--- config.mk ---
export PLATFORM = sky130hd
export DESIGN_NAME = fsc_convert
export DESIGN_NICKNAME = d
export VERILOG_FILES = /design/src/common/fsc_pkg.sv /design/src/hdl/fsc_convert.sv /design/src/hdl/fsc_shift.sv
export SDC_FILE = /design/constraint.sdc
export NUM_CORES = 1
export LEC_CHECK = 0
export ABC_AREA = 1
export ABC_CLOCK_PERIOD_IN_PS = 9700
export BUFFER_PORTS_ARGS = -buffer_cell sky130_fd_sc_hd__buf_2
export CAP_MARGIN = 5
export CORE_ASPECT_RATIO = 0.6
export CORE_MARGIN = 10
export CORE_UTILIZATION = 50
export CTS_CLUSTER_DIAMETER = 150
export CTS_CLUSTER_SIZE = 28
export DETAILED_ROUTE_END_ITERATION = 6
export PLACE_DENSITY = 0.79
export SYNTH_ARGS = -nofsm -noshare
export SYNTH_HDL_FRONTEND = slang
export SYNTH_HIERARCHICAL = 1
export SYNTH_SLANG_ARGS = --single-unit
--- constraint.sdc ---
create_clock -name clk_sys -period 9.7 [get_ports clk_sys]
set_input_delay 1.94 -clock clk_sys [delete_from_list [all_inputs] [get_ports clk_sys]]
set_output_delay 1.94 -clock clk_sys [all_outputs]
set_load 0.05 [all_outputs]
--- src/common/fsc_pkg.sv ---
// Package for the single/double format conversion block: operation codes and field constants.
package fsc_pkg;
	typedef enum logic [2:0] {
		FSC_OP_LOAD_SINGLE = 3'h0,
		FSC_OP_LOAD_DOUBLE = 3'h1,
		FSC_OP_STORE_SINGLE = 3'h2,
		FSC_OP_STORE_DOUBLE = 3'h3,
		FSC_OP_STORE_INT_WORD = 3'h4
	} fsc_op_e;
	localparam logic [7:0] SGL_EXP_MAX = 8'hff;
	localparam logic [7:0] SGL_EXP_ZERO = 8'h00;
	localparam logic [10:0] DBL_EXP_NODENORM = 11'h380;
	localparam logic [10:0] DBL_EXP_DENORM_MIN = 11'h36a;
	localparam logic [10:0] DBL_BIAS = 11'h3ff;
	// Biased double exponent of -126, the smallest single normal exponent.
	localparam logic [10:0] SGL_DENORM_EXP = 11'h381;
	localparam logic [4:0] BASE_GPR_ZERO = 5'h00;
	localparam int LATENCY = 2;
	localparam logic [1:0] LAT_BITS = 2'h2;
endpackage : fsc_pkg

--- src/hdl/fsc_convert.sv ---
// Load/store format conversion datapath between memory words and the fp register file.
`timescale 1ns/1ps
module fsc_convert (
	input wire logic clk_sys,
	input wire logic rst,
	input wire logic in_valid,
	input wire fsc_pkg::fsc_op_e in_op,
	input wire logic [63:0] in_data,
	input wire logic in_update,
	input wire logic [4:0] in_base_gpr,
	input wire logic [63:0] in_effective_addr,
	output logic out_valid,
	output logic [63:0] out_data,
	output logic out_is_load,
	output logic out_invalid_form,
	output logic out_base_gpr_we,
	output logic [4:0] out_base_gpr,
	output logic [63:0] out_base_gpr_data
);
	////////////////////////////////////////////////////////////////////////
	// Stage 1: classify and shift. Field bit 0 is the sign, which sits at bit 31 or 63 here.
	logic [31:0] word;
	logic [7:0] s_exp;
	logic [52:0] ld_frac;
	logic [5:0] ld_lz;
	logic [10:0] d_exp;
	logic [52:0] st_frac;
	logic [5:0] st_amt;
	logic [52:0] st_shifted;
	logic [63:0] res;
	logic [10:0] ld_exp;

	assign word = in_data[31:0];
	assign s_exp = word[30:23];
	assign d_exp = in_data[62:52];
	assign ld_frac = {1'b0, word[22:0], 29'h0};
	assign st_frac = {1'b1, in_data[51:0]};
	// Right shift count is 897 - field: one at 896, up to 23 at 874.
	// Outside that range the count is junk, but the shifted value is then not selected.
	assign st_amt = 6'(fsc_pkg::SGL_DENORM_EXP - d_exp);

	fsc_shift u_shift (
		.lz_in(ld_frac),
		.lz_count(ld_lz),
		.rs_in(st_frac),
		.rs_amt(st_amt),
		.rs_out(st_shifted)
	);

	// Exponent -126 minus shift count, plus 1023: 897 - lz.
	assign ld_exp = fsc_pkg::SGL_DENORM_EXP - 11'(ld_lz);

	always_comb
	begin
		res = in_data;
		unique case (in_op)
			fsc_pkg::FSC_OP_LOAD_SINGLE:
			begin
				if (s_exp == fsc_pkg::SGL_EXP_ZERO && word[22:0] != 23'h0)
				begin
					// Left shift keeps the hidden one out of the stored fraction.
					res = {word[31], ld_exp, 52'(ld_frac << ld_lz)};
				end
				else if (s_exp == fsc_pkg::SGL_EXP_MAX || word[30:0] == 31'h0)
				begin
					res = {word[31:30], {3{word[30]}}, word[29:0], 29'h0};
				end
				else
				begin
					res = {word[31:30], {3{~word[30]}}, word[29:0], 29'h0};
				end
			end
			fsc_pkg::FSC_OP_STORE_SINGLE:
			begin
				// Overlarge values fall into the plain copy, which is well defined.
				if (d_exp > fsc_pkg::DBL_EXP_NODENORM || in_data[62:0] == 63'h0)
				begin
					res = {32'h0, in_data[63:62], in_data[58:29]};
				end
				else if (d_exp >= fsc_pkg::DBL_EXP_DENORM_MIN)
				begin
					res = {32'h0, in_data[63], fsc_pkg::SGL_EXP_ZERO, st_shifted[51:29]};
				end
				else
				begin
					// Any value is legal here; zero is cheapest.
					res = 64'h0;
				end
			end
			default:
			begin
				res = in_data;
			end
		endcase
	end

	////////////////////////////////////////////////////////////////////////
	// Two-stage pipeline for fixed latency.
	// Control bits ride next to the data, so the register file sees them in the same cycle.
	logic [1:0] v_q;
	logic [63:0] d1_q, d2_q;
	logic [1:0] ld_q, inv_q, we_q;
	logic [4:0] g1_q, g2_q;
	logic [63:0] a1_q, a2_q;
	logic is_load, upd_ok;

	assign is_load = in_op == fsc_pkg::FSC_OP_LOAD_SINGLE || in_op == fsc_pkg::FSC_OP_LOAD_DOUBLE;
	assign upd_ok = in_valid && is_load && in_update && in_base_gpr != fsc_pkg::BASE_GPR_ZERO;

	always_ff @(posedge clk_sys or posedge rst)
	begin
		if (rst)
		begin
			v_q <= 2'h0;
			ld_q <= 2'h0;
			inv_q <= 2'h0;
			we_q <= 2'h0;
		end
		else
		begin
			v_q <= {v_q[0], in_valid};
			ld_q <= {ld_q[0], is_load};
			we_q <= {we_q[0], upd_ok};
			inv_q <= {inv_q[0], in_valid && is_load && in_update && !upd_ok};
		end
	end

	always_ff @(posedge clk_sys or posedge rst)
	begin
		if (rst)
		begin
			d1_q <= 64'h0;
			d2_q <= 64'h0;
			g1_q <= 5'h00;
			g2_q <= 5'h00;
			a1_q <= 64'h0;
			a2_q <= 64'h0;
		end
		else
		begin
			d1_q <= res;
			d2_q <= d1_q;
			g1_q <= in_base_gpr;
			g2_q <= g1_q;
			a1_q <= in_effective_addr;
			a2_q <= a1_q;
		end
	end

	assign out_valid = v_q[1];
	assign out_data = d2_q;
	assign out_is_load = ld_q[1];
	assign out_base_gpr_we = we_q[1];
	assign out_invalid_form = inv_q[1];
	assign out_base_gpr = g2_q;
	assign out_base_gpr_data = a2_q;

	////////////////////////////////////////////////////////////////////////
	latency_fixed_a: assert property (@(posedge clk_sys) disable iff (rst)
		in_valid |-> ##2 out_valid) else $error("valid lost in pipe");
	idle_quiet_a: assert property (@(posedge clk_sys) disable iff (rst)
		!in_valid |-> ##2 !out_valid) else $error("result without request");
	double_pass_a: assert property (@(posedge clk_sys) disable iff (rst)
		in_valid && in_op == fsc_pkg::FSC_OP_LOAD_DOUBLE |-> ##2 out_data == $past(in_data, 2))
		else $error("double load altered");
	store_pass_a: assert property (@(posedge clk_sys) disable iff (rst)
		in_valid && in_op == fsc_pkg::FSC_OP_STORE_DOUBLE |-> ##2 out_data == $past(in_data, 2))
		else $error("double store altered");
	int_word_a: assert property (@(posedge clk_sys) disable iff (rst)
		in_valid && in_op == fsc_pkg::FSC_OP_STORE_INT_WORD |-> ##2 out_data == $past(in_data, 2))
		else $error("integer word store altered");
	base_zero_a: assert property (@(posedge clk_sys) disable iff (rst)
		in_valid && in_update && in_base_gpr == 5'h00 |-> ##2 !out_base_gpr_we)
		else $error("base zero written");
	invalid_form_a: assert property (@(posedge clk_sys) disable iff (rst)
		in_valid && is_load && in_update && in_base_gpr == fsc_pkg::BASE_GPR_ZERO
		|-> ##2 out_invalid_form) else $error("invalid form not flagged");
	store_update_a: assert property (@(posedge clk_sys) disable iff (rst)
		in_valid && !is_load |-> ##2 !out_base_gpr_we && !out_invalid_form)
		else $error("store touched base register");
	base_write_a: assert property (@(posedge clk_sys) disable iff (rst)
		upd_ok |-> ##2 out_base_gpr_we && out_base_gpr_data == $past(in_effective_addr, 2))
		else $error("base update wrong");
	load_normal_a: assert property (@(posedge clk_sys) disable iff (rst)
		in_valid && in_op == fsc_pkg::FSC_OP_LOAD_SINGLE && s_exp != 8'h00 && s_exp != 8'hff
		|-> ##2 out_data[61:59] == {3{~$past(word[30], 2)}} && out_data[28:0] == 29'h0)
		else $error("normal load fill wrong");
	load_special_a: assert property (@(posedge clk_sys) disable iff (rst)
		in_valid && in_op == fsc_pkg::FSC_OP_LOAD_SINGLE && s_exp == 8'hff
		|-> ##2 out_data[62:52] == 11'h7ff) else $error("inf load wrong");
	load_zero_a: assert property (@(posedge clk_sys) disable iff (rst)
		in_valid && in_op == fsc_pkg::FSC_OP_LOAD_SINGLE && word[30:0] == 31'h0
		|-> ##2 out_data[62:0] == 63'h0) else $error("zero load not zero");
	load_denorm_a: assert property (@(posedge clk_sys) disable iff (rst)
		in_valid && in_op == fsc_pkg::FSC_OP_LOAD_SINGLE && s_exp == 8'h00 && word[22]
		|-> ##2 out_data[62:52] == 11'h380) else $error("denormal exponent wrong");
	store_copy_a: assert property (@(posedge clk_sys) disable iff (rst)
		in_valid && in_op == fsc_pkg::FSC_OP_STORE_SINGLE && d_exp > fsc_pkg::DBL_EXP_NODENORM
		|-> ##2 out_data == {32'h0, $past(in_data[63:62], 2), $past(in_data[58:29], 2)})
		else $error("plain store copy wrong");
	store_denorm_a: assert property (@(posedge clk_sys) disable iff (rst)
		in_valid && in_op == fsc_pkg::FSC_OP_STORE_SINGLE && d_exp == 11'h380
		|-> ##2 out_data[30:0] == {8'h00, 1'b1, $past(in_data[51:30], 2)})
		else $error("denormal store wrong");
	// The deepest denormal keeps only the hidden one, in the last fraction bit.
	store_deep_a: assert property (@(posedge clk_sys) disable iff (rst)
		in_valid && in_op == fsc_pkg::FSC_OP_STORE_SINGLE && d_exp == fsc_pkg::DBL_EXP_DENORM_MIN
		|-> ##2 out_data[30:0] == {8'h00, 23'h1}) else $error("deepest denormal store wrong");
endmodule : fsc_convert

--- src/hdl/fsc_shift.sv ---
// Priority-encoded shifter: leading-zero count of a 53-bit fraction and a right shift.
`timescale 1ns/1ps
module fsc_shift (
	input wire logic [52:0] lz_in,
	output logic [5:0] lz_count,
	input wire logic [52:0] rs_in,
	input wire logic [5:0] rs_amt,
	output logic [52:0] rs_out
);
	always_comb
	begin
		lz_count = 6'h00;
		for (int i = 0; i <= 52; i++)
		begin
			if (lz_in[i])
			begin
				lz_count = 6'(52 - i);
			end
		end
	end

	assign rs_out = rs_in >> rs_amt;
endmodule : fsc_shift
==> impl_metrics.json <==
{
  "critical_path_class": "input pin to flop",
  "met2_usage_pct": 37.1,
  "post_cts_resized": 0,
  "worst_r2r_path_depth": 0,
  "ys.warnings.count": 6,
  "cp.arrival_ns": 5.49,
  "crit_path_frequent_cell": "nand2_1",
  "clock-root-buffer": "clkbuf_16",
  "worst-r2r-setup-slack_ns": 9.09,
  "fmax_mhz": 197,
  "finalHoldViolCount": 0,
  "use_met3_pct": 9.17,
  "grt_max_degree": 163,
  "grt_util_met1_pct": 38.3,
  "min_period_ns": 5.07,
  "grt_pass1_wl_mm": 63.6,
  "firstDrtPassIters": 7,
  "ir_drop_mv": 0.106,
  "drc": 0,
  "min_path_cells": 0,
  "avgSynthCellArea_sq_um": 8.25,
  "routedWlPerCell_microns": 20.5,
  "dr.first_iter.drc_count": 1713,
  "dp_hpwl_mm": 32.6,
  "cts.sinks": 274,
  "syn_inst": 1475,
  "power.leakage_nw": 7.59,
  "rsz0062_at_grt": "false",
  "cp_slowest_cell": "a21oi_2",
  "htreeDepth": 1,
  "start_kind": "input pin",
  "port_buffers": 276,
  "placed_area_sq_um": 13900,
  "fin_area_sq_um": 14200,
  "switching_power_mw": 0.750,
  "fill_cells": 2162,
  "min_to": "out_base_gpr_data[0]",
  "dp_slack_ns": 4.26,
  "worstPathRequired_ns": 10.11,
  "fin_tns_setup_ns": 0,
  "whs_ns": 0.350,
  "start_util_pct": 50.6,
  "io_pins": 277,
  "crit_path_max_incr_delay_ns": 0.80,
  "rows": 44,
  "antenna_found_initial": 7,
  "die-area_sq_um": 31200,
  "endpoint_kind": "flop",
  "combPwrFrac_pct": 21.6,
  "cts_tree": "done",
  "track_usage_pct": 26.3,
  "grt_overflow_total": 0,
  "pwr-share-clk_pct": 25.3,
  "slew-limit-headroom_pct": 28.9,
  "status": "completed",
  "setup_ws_ns": 4.63,
  "drv_cap": 0,
  "p_int_mw": 1.58,
  "cp_max_fo": 24,
  "die_h_microns": 141,
  "place.gp.congestion": 0.975,
  "r2r-start": "d1_q[31]",
  "regToRegEndpoint": "out_data[31]",
  "postCtsSetupBuffers": 0,
  "min_from": "a1_q[0]",
  "p_sw_share_pct": 32.2,
  "grt_pass1_vias": 10153,
  "clk_latency_ns": 0.51,
  "power_frac_seq_pct": 53.0,
  "cts_buffer_depth": 3,
  "setup_viol": 0,
  "vias": 11005,
  "final_max_slew_viol_count": 0,
  "syn-cell-area_sq_um": 12200,
  "cts_buffers": 13,
  "worstHoldPathType": "flop to flop",
  "clkTransAtPathRegs_ns": 0.10,
  "finalClockSkew_ns": 0.0319,
  "ant_nets": 0,
  "core_area_sq_um": 24100,
  "nets": 1886,
  "worst_slew_pin_slew_ns": 1.07,
  "gr-max-usage-layer": "met1",
  "routed_wl_mm": 42.4,
  "vias_per_cell": 5.32,
  "p_per_area_nw_per_um2": 164,
  "die_w_microns": 221,
  "hold_buffers": 0,
  "finalCritPeriodShare_pct": 52.3,
  "area_delta_synth_final_pct": 16.9,
  "drive_gt1_share_pct": 19.0,
  "final_core_util_pct": 59.1
}
worst max path at each step:
stage,from,endpoint,slack [ns],cells past startpoint
after global placement,in_data[0],d1_q[44],4.29,35
after global routing,in_data[0],d1_q[47],4.16,36
after CTS,in_data[0],d1_q[36],4.75,35
final,in_data[0],d1_q[36],4.63,35
after detailed placement,in_data[0],d1_q[36],4.26,35
after floorplan,rst,a1_q[0],0.21,1
registers in the layout (all words and copies together) (netlist names):
name	cells
out_base_gpr_data	64
g1_q	5
inv_q	2
out_data	64
d1_q	64
v_q	2
ld_q	2
out_base_gpr	5
a1_q	64
we_q	2
through the flow:
step                      std cells  power [mW]
after floorplan                1534        1.59
after global placement         2050        1.74
after detailed placement       2050        1.75
after CTS                      2065        2.33
after global routing           2067        2.43
final                          2069        2.33
metal layers:
metal	share of wire, %	vias to the layer above
li1	-	5084
met1	44	5194
met2	41	665
met3	13	54
met4	1.6	8
met5	0.13	-
layout by cell type (no fill, tap or decap), types with 11 or more instances in the layout:
master	instances
nand2_1	507
inv_1	118
clkbuf_16	13
mux2i_1	13
o21ai_1	20
dfrtp_1	274
nor2_1	106
conb_1	61
nand4_1	11
o21ai_0	73
nand3_1	184
buf_2	276
worst max-delay path, delay by kind of cell:
family	cells	cell delay, ns
buffers and inverters	3	0.62
AOI/OAI and AO/OA	4	1.24
and+or+nand+nor	28	1.68
power by group through the flow:
| stage | logic (mW) | registers, mW | clock network [mW] |
|---|---|---|---|
| floorplan | 0.207 | 1.38 | 0 |
| global placement | 0.490 | 1.25 | 0 |
| detailed placement | 0.493 | 1.26 | 0 |
| CTS | 0.495 | 1.24 | 0.601 |
| global route | 0.543 | 1.24 | 0.645 |
| finish | 0.504 | 1.24 | 0.591 |
final cells by class:
class                           count  area (sq um)  area share, %
Sequential cell                   274          6860           48.2
Timing Repair Buffer              287          1480           10.4
Clock buffer                       13           325           2.29
Antenna cell                        4          10.0         0.0704
Multi-Input combinational cell   1034          4540           31.9
Tap cell                          322           403           2.83
Inverter                          133           589           4.15
Clock inverter                      2          17.5          0.123
(Power assumes the default switching activity.)
